<file path="config.mk">
export PLATFORM = sky130hd
export DESIGN_NAME = lnkrst_top
export DESIGN_NICKNAME = d
export VERILOG_FILES = /design/src/lnkrst_pkg.sv /design/src/lnkrst_clk_if.sv /design/src/lnkrst_bclk_gen.sv /design/src/lnkrst_top.sv
export VERILOG_INCLUDE_DIRS = /design/src
export SDC_FILE = /design/constraint.sdc
export NUM_CORES = 1
export LEC_CHECK = 0
export BUFFER_PORTS_ARGS = -buffer_cell sky130_fd_sc_hd__buf_2
export CAP_MARGIN = 10
export CORE_AREA = 2 2 57 59
export CTS_BUF_LIST = sky130_fd_sc_hd__clkbuf_8
export DETAILED_ROUTE_END_ITERATION = 7
export DIE_AREA = 0 0 59 61
export GPL_TIMING_DRIVEN = 0
export PLACE_DENSITY_LB_ADDON = 0.2
export SLEW_MARGIN = 30
export SYNTH_ARGS = -nofsm -noshare
export SYNTH_HDL_FRONTEND = slang
export SYNTH_HIERARCHICAL = 1
export SYNTH_SLANG_ARGS = --single-unit
</file>
<file path="constraint.sdc">
create_clock -name clk_sys_i -period 2.3 [get_ports clk_sys_i]
set_clock_uncertainty 0.05 [all_clocks]
set_input_delay 0.69 -clock clk_sys_i [delete_from_list [all_inputs] [get_ports clk_sys_i]]
set_output_delay 0.69 -clock clk_sys_i [all_outputs]
set_load 0.05 [all_outputs]
</file>
<file path="src/lnkrst_cfg.svh">
// lnkrst_cfg.svh: timing figures and reset values for the link reset block
// assumes: included by its bare name from every file that needs a figure
`ifndef LNKRST_CFG_SVH
`define LNKRST_CFG_SVH

// system clock period
`define LNKRST_SYS_PERIOD_NS 10.0
// shortest cold reset pulse the controller gives
`define LNKRST_RST_LOW_MIN_US 1.0
// least delay from cold reset release to first bit clock toggle
`define LNKRST_RST2CLK_NS 162.8
// nominal bit clock phase width and its limits
`define LNKRST_BCLK_PHASE_NS 40.7
`define LNKRST_BCLK_PHASE_MIN_NS 32.56
`define LNKRST_BCLK_PHASE_MAX_NS 48.84
// width of the delay and phase counters
`define LNKRST_CNT_W 5
// reset values of the link outputs
`define LNKRST_BCLK_RST 1'h0
`define LNKRST_DATA_RST 1'h0

`endif

</file>
<file path="src/lnkrst_pkg.sv">
// lnkrst_pkg.sv: types of the link reset and test mode entry block
// assumes: nothing
package lnkrst_pkg;

    // operating mode latched at cold reset release
    typedef enum logic [1:0] {
        lnkrst_normal,
        lnkrst_tester_isolation,
        lnkrst_vendor_test
    } lnkrst_mode_type;

    // link start-up sequence
    typedef enum logic [1:0] {
        lnkrst_in_reset,
        lnkrst_clk_delay,
        lnkrst_running
    } lnkrst_state_type;

endpackage : lnkrst_pkg

</file>
<file path="src/lnkrst_clk_if.sv">
// lnkrst_clk_if.sv: carrier between the top and its bit clock generator
// assumes: both ends on clk_sys_i
`timescale 1ns/10ps
`default_nettype none

interface lnkrst_clk_if;
    logic run;
    logic bclk;
    logic rise;
    logic fall;

    modport gen (input run, output bclk, output rise, output fall);
    modport user (output run, input bclk, input rise, input fall);
endinterface : lnkrst_clk_if

`default_nettype wire

</file>
<file path="src/lnkrst_bclk_gen.sv">
// lnkrst_bclk_gen.sv: master bit clock generator, fixed phase count of the system clock
// assumes: run is a level on clk_sys_i; clock held low while run is low
`timescale 1ns/10ps
`default_nettype none
`include "lnkrst_cfg.svh"

module lnkrst_bclk_gen
    import lnkrst_pkg::*;
#(
    parameter int PHASE_CYC = int'($floor(`LNKRST_BCLK_PHASE_NS / `LNKRST_SYS_PERIOD_NS))
) (
    // clock and reset
    input wire logic clk_sys_i,
    input wire logic rst_i,
    // carrier
    lnkrst_clk_if.gen clk_if
);

    localparam logic [`LNKRST_CNT_W-1:0] PHASE_LAST = (`LNKRST_CNT_W)'(PHASE_CYC - 1);

    logic [`LNKRST_CNT_W-1:0] phase_cnt;
    logic bclk;
    logic toggle;

    assign toggle = clk_if.run && (phase_cnt == PHASE_LAST);

    // ****************************************************************
    // phase counter: each phase lasts PHASE_CYC system cycles
    // ****************************************************************
    always_ff @(posedge clk_sys_i or posedge rst_i) begin
        if (rst_i) begin
            phase_cnt <= '0;
        end else if (!clk_if.run || toggle) begin
            phase_cnt <= '0;
        end else begin
            phase_cnt <= phase_cnt + 1'h1;
        end
    end

    // ****************************************************************
    // clock level and edge strobes
    // ****************************************************************
    always_ff @(posedge clk_sys_i or posedge rst_i) begin
        if (rst_i) begin
            bclk <= `LNKRST_BCLK_RST;
            clk_if.rise <= 1'h0;
            clk_if.fall <= 1'h0;
        end else begin
            bclk <= clk_if.run ? (bclk ^ toggle) : `LNKRST_BCLK_RST;
            clk_if.rise <= toggle && !bclk;
            clk_if.fall <= toggle && bclk;
        end
    end

    assign clk_if.bclk = bclk;

endmodule : lnkrst_bclk_gen

`default_nettype wire

</file>
<file path="src/lnkrst_top.sv">
// lnkrst_top.sv: cold reset, bit clock start-up and test mode entry of the serial audio link
// assumes: all link pins are asynchronous to clk_sys_i; outer logic resolves the pin wires
//
// Function
// - master bit clock starts no sooner than 162.8 ns after reset release.
// - no warm reset; only cold reset reinitialises the link logic.
// - master bit clock near 12.288 MHz, phases 32.56 to 48.84 ns.
// - all inputs low at reset release give normal operation.
// - data high at release: tester isolation, both link outputs released.
// - isolation releases link outputs within 25.0 ns of reset release.
// - frame marker high, data low at release: vendor test, output levels unchanged.
// - test mode held until a cold reset with all inputs low.
// - slot select low makes the device master; high makes it slave.
// - data changes on rising edges; device samples on falling edges.
`timescale 1ns/10ps
`default_nettype none
`include "lnkrst_cfg.svh"

module lnkrst_top
    import lnkrst_pkg::*;
#(
    parameter int RST2CLK_CYC = int'($ceil(`LNKRST_RST2CLK_NS / `LNKRST_SYS_PERIOD_NS))
) (
    // clock and reset
    input wire logic clk_sys_i,
    input wire logic rst_i,
    // link pins from the controller
    input wire logic cold_reset_n_i,
    input wire logic frame_marker_i,
    input wire logic host_to_device_data_i,
    input wire logic slot_select_pin_i,
    // bit clock pin, two-way
    input wire logic serial_bit_clock_i,
    output logic serial_bit_clock_o,
    output logic serial_bit_clock_oe_o,
    // device-to-host data pin
    output logic device_to_host_data_o,
    output logic device_to_host_data_oe_o,
    // state shown to the rest of the device
    output logic link_master_o,
    output logic link_running_o,
    output logic tester_isolation_o,
    output logic vendor_test_o,
    output logic frame_start_o,
    output logic data_bit_o,
    output logic data_bit_valid_o
);

    localparam int NPIN = 5;
    localparam logic [`LNKRST_CNT_W-1:0] DELAY_LAST = (`LNKRST_CNT_W)'(RST2CLK_CYC - 1);

    logic [NPIN-1:0] pin_meta;
    logic [NPIN-1:0] pin_sync;
    logic rstn_s;
    logic mark_s;
    logic data_s;
    logic sel_s;
    logic bclk_s;
    logic rstn_q;
    logic bclk_q;
    logic mark_q;
    logic release_evt;
    logic link_master;
    logic bit_rise;
    logic bit_fall;
    logic [`LNKRST_CNT_W-1:0] delay_cnt;
    lnkrst_mode_type mode;
    lnkrst_state_type state;
    lnkrst_clk_if clk_if ();

    // ****************************************************************
    // pin synchronisers
    // ****************************************************************
    always_ff @(posedge clk_sys_i or posedge rst_i) begin
        if (rst_i) begin
            pin_meta <= '0;
            pin_sync <= '0;
        end else begin
            pin_meta <= {serial_bit_clock_i, slot_select_pin_i, host_to_device_data_i,
                         frame_marker_i, cold_reset_n_i};
            pin_sync <= pin_meta;
        end
    end

    assign {bclk_s, sel_s, data_s, mark_s, rstn_s} = pin_sync;

    always_ff @(posedge clk_sys_i or posedge rst_i) begin
        if (rst_i) begin
            rstn_q <= 1'h0;
            bclk_q <= 1'h0;
            mark_q <= 1'h0;
        end else begin
            rstn_q <= rstn_s;
            bclk_q <= bclk_s;
            // marker level as seen at the last falling bit clock edge
            if (bit_fall) begin
                mark_q <= mark_s;
            end
        end
    end

    assign release_evt = rstn_s && !rstn_q;

    // ****************************************************************
    // mode capture at cold reset release
    // ****************************************************************
    // the cold reset pin is the only reinitialisation; frame marker pulses
    // with the clock stopped are ordinary frame marker activity
    always_ff @(posedge clk_sys_i or posedge rst_i) begin
        if (rst_i) begin
            mode <= lnkrst_normal;
            link_master <= 1'h0;
        end else if (release_evt) begin
            link_master <= !sel_s;
            if (data_s) begin
                mode <= lnkrst_tester_isolation;
            end else if (mark_s) begin
                mode <= lnkrst_vendor_test;
            end else begin
                mode <= lnkrst_normal;
            end
        end
    end

    // ****************************************************************
    // start-up sequence
    // ****************************************************************
    always_ff @(posedge clk_sys_i or posedge rst_i) begin
        if (rst_i) begin
            state <= lnkrst_in_reset;
            delay_cnt <= '0;
        end else if (!rstn_s) begin
            state <= lnkrst_in_reset;
            delay_cnt <= '0;
        end else begin
            unique case (state)
                lnkrst_in_reset: begin
                    state <= lnkrst_clk_delay;
                end
                lnkrst_clk_delay: begin
                    delay_cnt <= delay_cnt + 1'h1;
                    if (delay_cnt == DELAY_LAST) begin
                        state <= lnkrst_running;
                    end
                end
                lnkrst_running: begin
                    state <= lnkrst_running;
                end
            endcase
        end
    end

    // ****************************************************************
    // bit clock source
    // ****************************************************************
    assign clk_if.run = (state == lnkrst_running) && link_master;

    lnkrst_bclk_gen u_bclk_gen (
        .clk_sys_i(clk_sys_i),
        .rst_i(rst_i),
        .clk_if(clk_if)
    );

    assign bit_rise = link_master ? clk_if.rise : (bclk_s && !bclk_q);
    assign bit_fall = link_master ? clk_if.fall : (!bclk_s && bclk_q);

    // ****************************************************************
    // serial sampling on falling bit clock edges
    // ****************************************************************
    always_ff @(posedge clk_sys_i or posedge rst_i) begin
        if (rst_i) begin
            data_bit_o <= 1'h0;
            data_bit_valid_o <= 1'h0;
            frame_start_o <= 1'h0;
        end else begin
            data_bit_valid_o <= bit_fall && (state == lnkrst_running);
            if (bit_fall) begin
                data_bit_o <= data_s;
            end
            frame_start_o <= bit_fall && mark_s && !mark_q && (state == lnkrst_running);
        end
    end

    // ****************************************************************
    // link output pins
    // ****************************************************************
    // while cold reset is held the data line is watched continuously, so an
    // isolation request has already released the pins when reset rises
    always_ff @(posedge clk_sys_i or posedge rst_i) begin
        if (rst_i) begin
            serial_bit_clock_o <= `LNKRST_BCLK_RST;
            serial_bit_clock_oe_o <= 1'h0;
            device_to_host_data_o <= `LNKRST_DATA_RST;
            device_to_host_data_oe_o <= 1'h0;
        end else begin
            serial_bit_clock_o <= clk_if.bclk;
            device_to_host_data_o <= `LNKRST_DATA_RST;
            if (!rstn_s) begin
                serial_bit_clock_oe_o <= !sel_s && !data_s;
                device_to_host_data_oe_o <= !data_s;
            end else if (release_evt) begin
                serial_bit_clock_oe_o <= !sel_s && !data_s;
                device_to_host_data_oe_o <= !data_s;
            end else begin
                serial_bit_clock_oe_o <= link_master && (mode != lnkrst_tester_isolation);
                device_to_host_data_oe_o <= mode != lnkrst_tester_isolation;
            end
        end
    end

    // ****************************************************************
    // status
    // ****************************************************************
    always_ff @(posedge clk_sys_i or posedge rst_i) begin
        if (rst_i) begin
            link_master_o <= 1'h0;
            link_running_o <= 1'h0;
            tester_isolation_o <= 1'h0;
            vendor_test_o <= 1'h0;
        end else begin
            link_master_o <= link_master;
            link_running_o <= state == lnkrst_running;
            tester_isolation_o <= mode == lnkrst_tester_isolation;
            vendor_test_o <= mode == lnkrst_vendor_test;
        end
    end

endmodule : lnkrst_top

`default_nettype wire

</file>
==> reports/results.ini, run 1 <==
[route]
drc_errors = 0
antenna_left = 0
wl_met1_microns = 890
wl_per_cell_microns = 11.2
highest_layer = met4
wl_met3_microns = 124
drt_iter0_drc = 47
finalWirelength_mm = 1.92
vias = 840
viasPerCell = 4.91
firstDrtPassIters = 4
wl_met2_microns = 853

[power]
pwr_density_cell_nw_per_um2 = 975
power.leakage_uw = 0.000884
ir_worst_vdd_mv = 0.426

[cts]
ctsHoldBuffers = 0
clock_latency_ns = 0.29
cts_tree = done
htreeDepth = 2
clock-sinks = 40
clkSlewWorstSetupHoldPaths_ns = 0.07
postCtsSetupBuffers = 0
cts_buffers = 5
cts-resized-gates = 0
clockBufferDepth = 2
root_buffer = clkbuf_8

[finish]
drive_gt1_share_pct = 27.5
layout_commonest_cell = dfrtp_1
fin_cells = 171
final_cell_mix = dfrtp_1 (40), buf_2 (16), nor2_1 (9)
area_growth_pct = 16.2
n_antenna_cell = 0
fin_area_sq_um = 1780
fill_cells = 242
nNetsFinal = 151

[floorplan]
rows = 20
initial_utilization_pct = 51.8
core_area_sq_um = 2950
die_w_microns = 59
dieHeight_microns = 61
io-pin-count = 18
dieArea_sq_um = 3600

[worst_setup_path]
ff2ff_setup_slack_ns = 0.62
slowest_stage = or4b_4
worstPathRequired_ns = 2.48
cp_top_family = simple AND/OR/NAND/NOR gates
crit_chain = ha_1 -> or4b_4 -> nor2_1 -> ha_1 -> nor2_1
crit_arrival_ns = 1.86
cp_num_buf_inv = 0
rr_startpoint = u_bclk_gen/phase_cnt[0]$_DFF_PP0_
max_stage_delay_ns = 0.48
worstPathMaxFanout = 4
r2r-end = u_bclk_gen/clk_if.bclk$_DFF_PP0_
crit_type = reg -> reg
reg2reg_depth = 5
critPathLaunchType = register
cp-end-kind = register

[synthesis]
syn_nets = 128
synth.avg_cell_area_sq_um = 13.4
syn_inst = 114
syn_area_sq_um = 1530
yosys_warnings = 6

[job]
cap_violations = 0

[grt]
grt_max_degree = 34
grt_overflow = 0
track_usage_pct = 13.1
grt_pass1_vias = 765
antenna_found_initial = 0
grt_pass1_wl_mm = 3.26

[timing]
slew_headroom_pct = 57.2
final_min_period_over_clock_period_pct = 73.2
fmax_mhz = 594
tightestPinTransition_ns = 0.641
rsz0062_at_grt = no
finalSetupViolCount = 0
setup_tns_ns = 0
finalHoldViolations = 0
slew_viol_final = 0
fin_crit_ns = 1.68

[placement]
dp.cells = 163
io_buffers = 16
place.gp.congestion = 0.698
dp_hpwl_mm = 1.36
place_area_sq_um = 1650

[run_status]
status = finished, final reports clean

[min_path]
holdCritPathClass = in -> async

where the power goes:
part	internal [uW]	leakage (uW)	switching, uW	total, uW
registers	776	0.000511	45.7	822
logic	114	0.000309	193	307
clock network	382	0.0000645	222	604
total	1270	0.000884	461	1730
sequential cells by signal, summed over array words and instances (netlist names):
name                      cells
delay_cnt                     5
link_master                   1
u_bclk_gen/phase_cnt          5
bclk_q                        1
link_running_o                1
device_to_host_data_oe_o      1
mark_q                        1
data_bit_valid_o              1
vendor_test_o                 1
mode                          2
u_bclk_gen/clk_if.fall        1
serial_bit_clock_o            1
data_bit_o                    1
link_master_o                 1
frame_start_o                 1
u_bclk_gen/clk_if.bclk        1
pin_sync                      5
rstn_q                        1
state                         2
pin_meta                      5
serial_bit_clock_oe_o         1
tester_isolation_o            1
metrics by stage:
step	power (uW)	hold slack (ns)	utilization (%)	setup WS, ns
3_3_place_gp	1140	0.283	55.9	0.432
4_1_cts	1760	0.274	60.2	0.609
2_1_floorplan	1080	0.281	-	0.750
6_report	1730	0.277	60.2	0.615
3_5_place_dp	1150	0.286	55.9	0.635
5_1_grt	1830	0.296	60.2	0.546
worst max path at each step:
| stage | startpoint | end | slack [ns] | cells past startpoint |
|---|---|---|---|---|
| after floorplan | u_bclk_gen/phase_cnt[0]$_DFF_PP0_ | u_bclk_gen/clk_if.bclk$_DFF_PP0_ | 0.75 | 5 |
| after global placement | rst_i | pin_meta[3]$_DFF_PP0_ | 0.43 | 2 |
| after detailed placement | u_bclk_gen/phase_cnt[0]$_DFF_PP0_ | u_bclk_gen/clk_if.bclk$_DFF_PP0_ | 0.63 | 5 |
| after CTS | u_bclk_gen/phase_cnt[0]$_DFF_PP0_ | u_bclk_gen/clk_if.bclk$_DFF_PP0_ | 0.61 | 5 |
| after global routing | u_bclk_gen/phase_cnt[0]$_DFF_PP0_ | u_bclk_gen/clk_if.bclk$_DFF_PP0_ | 0.55 | 5 |
| final | u_bclk_gen/phase_cnt[0]$_DFF_PP0_ | u_bclk_gen/clk_if.bclk$_DFF_PP0_ | 0.62 | 5 |
per-layer routing:
layer / GRT usage [%] / vias to the layer above
met2: 19.2 / 21
met3: 6.40 / 5
li1: - / 407
met4: 8.77 / 0
met5: 0 / -
met1: 15.2 / 407
layout make-up:
type                    count  area, sq um  area share (%)
well taps                  33         41.3            2.32
flip-flops and latches     40         1000            56.3
multi-input cells          64          487            27.4
repair buffers             16         80.1            4.50
clock buffers               7         96.3            5.42
inverters                   8         30.0            1.69
clock inverters             1         30.0            1.69
plain buffers               2         12.5           0.704
(Power assumes the default switching activity.)
==> inputs of run 2 (changes only) <==
CORE_AREA = 2 2 58 60   (was 2 2 57 59)
DIE_AREA = 0 0 60 62   (was 0 0 59 61)
clock period = 1.5 ns   (was 2.3 ns; I/O delays follow)
==> run 2 against run 1 <==
Net effect: the flow now finishes with violations (setup timing); sequential share of layout area fell by 1.9 points; register-to-register slack lost 0.68 ns; via count increased by 1.5%; final cell count is 9.9% higher; hold slack worse by 0.22 ns; critical path type unchanged; highest routed layer unchanged.
==> reports/results.ini, run 2 (synthesized netlist as in run 1, its figures left out) <==
[power]
pwr_density_cell_nw_per_um2 = 1410  ; +44%
ir_worst_vdd_mv = 0.592  ; +39%
power.leakage_uw = 0.000899  ; +1.7%

[cts]
htreeDepth = 2  ; unchanged
clock_latency_ns = 0.28  ; about the same
clock-sinks = 40  ; unchanged
ctsHoldBuffers = 0  ; unchanged
clockBufferDepth = 2  ; unchanged
cts_buffers = 5  ; unchanged
cts_tree = done
root_buffer = clkbuf_8
clkSlewWorstSetupHoldPaths_ns = 0.07  ; about the same

[floorplan]
dieHeight_microns = 62  ; +1.6%
rows = 21  ; +5.0%
dieArea_sq_um = 3720  ; +3.4%
core_area_sq_um = 3180  ; +7.7%
die_w_microns = 60  ; +1.7%
initial_utilization_pct = 48.1  ; -3.7 points
io-pin-count = 18  ; unchanged

[placement]
dp_hpwl_mm = 1.49  ; +9.7%
io_buffers = 16  ; unchanged
place_ws_ns = -0.101  ; -0.736 ns
place.gp.congestion = 0.666  ; -4.7%
place_area_sq_um = 1680  ; +1.6%

[timing]
slew_headroom_pct = 57.0  ; -0.21 points
fmax_mhz = 638  ; +7.5%
fin_crit_ns = 1.57  ; -0.118 ns
final_min_period_over_clock_period_pct = 104  ; +31 points
rsz0062_at_grt = yes
finalHoldViolations = 0  ; unchanged
finalSetupViolCount = 2  ; +2
worst_slack_ns = -0.0665  ; -0.682 ns
fin_hold_ws_ns = 0.0555  ; -0.222 ns
tightestPinTransition_ns = 0.644  ; +0.00310 ns
slew_viol_final = 0  ; unchanged

[worst_setup_path]
worstPathMaxFanout = 3  ; -1
crit_arrival_ns = 1.73  ; -0.13 ns
max_stage_delay_ns = 0.49  ; about the same
crit_type = reg -> reg
cp-end-kind = register
slowest_stage = or4b_4
critPathLaunchType = register
crit_chain = ha_2 -> or4b_4 -> nor2_4 -> ha_4 -> nor2_2
worstPathRequired_ns = 1.67  ; -0.81 ns

[route]
finalWirelength_mm = 2.09  ; +8.7%
drc_errors = 0  ; unchanged
antenna_left = 0  ; unchanged
vias = 853  ; +1.5%
viasPerCell = 4.54  ; -7.6%
firstDrtPassIters = 4  ; unchanged
drt_iter0_drc = 16  ; -66%
wl_per_cell_microns = 11.1  ; -1.1%

[finish]
final_cell_mix = dfrtp_1 (40), buf_2 (16), inv_1 (7), nor2_1 (7), nand2_1 (6)
n_antenna_cell = 0  ; unchanged
layout_commonest_cell = dfrtp_1
fin_area_sq_um = 1840  ; +3.4%
drive_gt1_share_pct = 32.4  ; +4.9 points
area_growth_pct = 20.2
nNetsFinal = 155  ; +2.6%

[grt]
grt_overflow = 0  ; unchanged
track_usage_pct = 13.2  ; +0.13 points
grt_pass1_vias = 838  ; +9.5%
antenna_found_initial = 0  ; unchanged
grt_pass1_wl_mm = 3.52  ; +8.1%
grt_max_degree = 34  ; unchanged

[min_path]
holdCritPathClass = in -> async

[run_status]
status = finished, violations left
violations = setup timing

[job]
cap_violations = 0  ; unchanged

run 2: worst paths after layout:
kind | slack [ns] | to | from | cells past startpoint
max | -0.07 | u_bclk_gen/clk_if.bclk$_DFF_PP0_ | u_bclk_gen/phase_cnt[0]$_DFF_PP0_ | 5
min | 0.06 | u_bclk_gen/phase_cnt[3]$_DFF_PP0_ | rst_i | 2
max reg2reg | -0.07 | u_bclk_gen/clk_if.bclk$_DFF_PP0_ | u_bclk_gen/phase_cnt[0]$_DFF_PP0_ | 5
min reg2reg | 0.30 | pin_sync[4]$_DFF_PP0_ | pin_meta[4]$_DFF_PP0_ | 0
max in group asynchronous | 0.76 | rstn_q$_DFF_PP0_ | rst_i | 2
min in group clk_sys_i | 0.22 | pin_meta[1]$_DFF_PP0_ | frame_marker_i | 1
run 2: where the power goes:
part / switching (uW) / internal [uW] / leakage (uW)
clock network: 331 / 486 / 0.0000593
logic: 318 / 191 / 0.000329
registers: 71.8 / 1190 / 0.000511
total: 721 / 1870 / 0.000899
run 2: layout make-up:
cell class                      count  area [sq um]
Multi-Input combinational cell     64           520
Tap cell                           46          57.6
Fill cell                         277          1340
Clock inverter                      3          38.8
Clock buffer                        5          68.8
Inverter                            8          30.0
Timing Repair Buffer               20           110
Buffer                              2          12.5
Sequential cell                    40          1000
run 2: routing by layer:
metal | wire length [microns] | part of all wire [%] | GRT usage, % | vias up
met3 | 76 | 3.6 | 3.73 | 6
met2 | 1040 | 50 | 22.7 | 17
met1 | 934 | 45 | 14.8 | 415
met5 | 0 | 0 | 0 | -
li1 | - | - | - | 415
met4 | 42 | 2.0 | 7.62 | 0
run 2: worst max-delay path: cells and delay by family (launching register included):
family                     cells  cell delay [ns]
DFF                            1             0.36
adders and majority gates      2             0.38
and+or+nand+nor                3             0.70
run 2: per-stage QoR:
step           utilization (%)  total power [uW]  setup TNS [ns]  std cells
2_1_floorplan                -              1660         -0.0180        114
3_3_place_gp              52.8              1740           -3.59        176
3_5_place_dp              52.8              1770          -0.101        176
4_1_cts                   57.0              2610         -0.0651        186
5_1_grt                   57.9              2740          -0.221        188
6_report                  57.9              2590          -0.113        188
run 2: what timing repair did:
action                     CTS  global route
setup endpoints to repair    1             3
resized for setup            1             3
setup buffers                2             2
pin swaps                    1             2
hold endpoints to repair     0             0
==> inputs of run 3 (changes only) <==
CTS_BUF_LIST = sky130_fd_sc_hd__clkbuf_4 sky130_fd_sc_hd__clkbuf_8   (was sky130_fd_sc_hd__clkbuf_8)
==> run 3 against run 2 <==
Net effect: the flow still finishes with violations (setup timing); worst setup slack got worse by 0.0092 ns; design area fell by 0.41%; die area did not move; global-route usage rose by 0.44 points; first-iteration DRC count fell by 31%; register-to-register slack barely moved; non-clock buffer count rose by 2; count of clock-buffer cells in the layout rose by 1; combinational power barely moved; hold slack improved by 0.11 ns; final cell count rose by 1.1%; largest cell class unchanged.
==> reports/results.ini, run 3 (synthesized netlist as in run 1, its figures left out) <==
[cts]
cts_tree = done
clock_latency_ns = 0.33  ; +0.05 ns
root_buffer = clkbuf_4
clkSlewWorstSetupHoldPaths_ns = 0.11  ; +0.04 ns
htreeDepth = 2  ; unchanged
cts_buffers = 5  ; unchanged
clock-sinks = 40  ; unchanged
clockBufferDepth = 2  ; unchanged

[floorplan]
dieArea_sq_um = 3720  ; unchanged
rows = 21  ; unchanged
io-pin-count = 18  ; unchanged
die_w_microns = 60  ; unchanged
dieHeight_microns = 62  ; unchanged
core_area_sq_um = 3180  ; unchanged
initial_utilization_pct = 48.1  ; unchanged

[worst_setup_path]
rr_startpoint = u_bclk_gen/phase_cnt[0]$_DFF_PP0_
crit_chain = ha_2 -> or4b_4 -> nor2_4 -> ha_4 -> nor2_2
cp-end-kind = register
max_stage_delay_ns = 0.49  ; about the same
cp_num_buf_inv = 0  ; unchanged
crit_type = reg -> reg
crit_arrival_ns = 1.80  ; +0.07 ns
worstPathMaxFanout = 2  ; -1
r2r-end = u_bclk_gen/clk_if.bclk$_DFF_PP0_
critPathLaunchType = register
slowest_stage = or4b_4
cp_top_family = simple AND/OR/NAND/NOR gates
worstPathRequired_ns = 1.72  ; +0.05 ns
ff2ff_setup_slack_ns = -0.08  ; about the same
reg2reg_depth = 5  ; unchanged

[power]
ir_worst_vdd_mv = 0.535  ; -9.6%
internal_power_uw = 1750  ; -6.2%
seqPwrFrac_pct = 51.3  ; +2.6 points
switching_share_pct = 28.6  ; +0.76 points
pwr_density_cell_nw_per_um2 = 1340  ; -4.8%
combPwrFrac_pct = 20.9  ; +1.2 points
power.leakage_uw = 0.000895  ; -0.53%
pwr-share-clk_pct = 27.8  ; -3.8 points
switchingPower_uw = 702  ; -2.6%

[finish]
nNetsFinal = 157  ; +1.3%
final_util_pct = 57.6  ; -0.24 points
area_growth_pct = 19.7
multi_input_area_sq_um = 520  ; unchanged
seq_area_sq_um = 1000  ; unchanged
final_cell_mix = dfrtp_1 (40), buf_2 (15), nor2_1 (7), clkbuf_4 (7)
fill_cells = 276  ; -0.36%
drive_gt1_share_pct = 33.3  ; +0.94 points
n_antenna_cell = 0  ; unchanged
layout_commonest_cell = dfrtp_1

[route]
finalWirelength_mm = 2.10  ; +0.67%
drc_errors = 0  ; unchanged
wl_per_cell_microns = 11.1  ; -0.39%
firstDrtPassIters = 4  ; unchanged
viasPerCell = 4.55  ; +0.34%
drt_iter0_drc = 11  ; -5
vias = 865  ; +1.4%
antenna_left = 0  ; unchanged

[grt]
grt_pass1_vias = 844  ; +0.72%
antenna_found_initial = 0  ; unchanged
grt_overflow = 0  ; unchanged
track_usage_pct = 13.6  ; +0.44 points
grt_max_degree = 34  ; unchanged
grt_pass1_wl_mm = 3.57  ; +1.4%

[job]
cap_violations = 0  ; unchanged

[min_path]
holdPathStages = 1
min_from = frame_marker_i
hold_path_end = pin_meta[1]$_DFF_PP0_
holdCritPathClass = in -> reg

[timing]
setup_tns_ns = -0.144  ; -0.0310 ns
final_min_period_over_clock_period_pct = 105  ; +0.61 points
fmax_mhz = 635  ; -0.58%
slew_headroom_pct = 56.1  ; -0.90 points
finalSetupViolCount = 3  ; +1
rsz0062_at_grt = yes
tightestPinTransition_ns = 0.658  ; +0.0135 ns
fin_crit_ns = 1.58  ; +0.00917 ns
worst_slack_ns = -0.0756  ; -0.00917 ns
finalHoldViolations = 0  ; unchanged
slew_viol_final = 0  ; unchanged

[run_status]
violations = setup timing
status = finished, violations left

[placement]
place_ws_ns = -0.101  ; unchanged
dp_hpwl_mm = 1.49  ; unchanged
io_buffers = 16  ; unchanged
place.gp.congestion = 0.666  ; unchanged

==> run 3: cell types whose count changed in the layout (fill, tap and decap cells not counted) <==
cell           previous run  this run
dlygate4sd3_1             0         1
clkbuf_4                  0         7
clkbuf_8                  5         0
buf_2                    16        15
inv_1                     7         6
buf_4                     5         6
==> run 3: metal layers <==
layer / track usage (%) / wire, microns / up-vias
met5: 0 / 0 / -
met1: 14.8 / 962 / 418
li1: - / - / 423
met2: 22.8 / 1010 / 18
met4: 6.67 / 37 / 0
met3: 6.21 / 95 / 6
==> run 3: area by class of cell <==
class                           instances  share of cell area [%]
Sequential cell                        40                    54.6
Multi-Input combinational cell         64                    28.4
Timing Repair Buffer                   22                    7.10
Tap cell                               46                    3.14
Clock buffer                            6                    2.46
Clock inverter                          2                    1.91
Inverter                                8                    1.64
Buffer                                  2                   0.683
==> run 3: how the worst max path moves through the flow <==
| stage | start | to | slack (ns) | cells past startpoint |
|---|---|---|---|---|
| 2_1_floorplan | u_bclk_gen/phase_cnt[0]$_DFF_PP0_ | u_bclk_gen/clk_if.bclk$_DFF_PP0_ | -0.02 | 5 |
| 3_3_place_gp | rst_i | delay_cnt[0]$_DFFE_PP0P_ | -0.11 | 2 |
| 3_5_place_dp | u_bclk_gen/phase_cnt[0]$_DFF_PP0_ | u_bclk_gen/clk_if.bclk$_DFF_PP0_ | -0.10 | 5 |
| 4_1_cts | u_bclk_gen/phase_cnt[0]$_DFF_PP0_ | u_bclk_gen/clk_if.bclk$_DFF_PP0_ | -0.06 | 5 |
| 5_1_grt | u_bclk_gen/phase_cnt[0]$_DFF_PP0_ | u_bclk_gen/clk_if.bclk$_DFF_PP0_ | -0.14 | 5 |
| 6_report | u_bclk_gen/phase_cnt[0]$_DFF_PP0_ | u_bclk_gen/clk_if.bclk$_DFF_PP0_ | -0.08 | 5 |
==> run 3: per-stage QoR <==
step | instance area [sq um] | std cells | hold WS (ns) | power [uW]
4_1_cts | 1800 | 188 | 0.147 | 2470
2_1_floorplan | 1540 | 114 | 0.203 | 1660
3_3_place_gp | 1680 | 176 | 0.283 | 1740
6_report | 1830 | 190 | 0.167 | 2450
5_1_grt | 1830 | 190 | 0.128 | 2620
3_5_place_dp | 1680 | 176 | 0.285 | 1770
==> run 3: power by group through the flow <==
stage	Sequential [uW]	Clock, uW	Combinational (uW)
2_1_floorplan	1380	0	277
3_3_place_gp	1280	0	468
3_5_place_dp	1290	0	488
4_1_cts	1260	709	497
5_1_grt	1280	763	573
6_report	1260	681	513
==> run 3: worst reg2reg max path: stages, from the launching register on <==
cell	delay, ns
dfrtp_1	0.38
ha_2	0.18
or4b_4	0.49
nor2_4	0.15
ha_4	0.21
nor2_2	0.06
==> run 3: repair_timing <==
action	in CTS	in global routing
hold buffers	1	0
pin swaps	1	2
buffers inserted	3	2
resized for setup	1	4
endpoints found under the hold margin	7	0
setup endpoints to repair	1	5
cloned	0	0
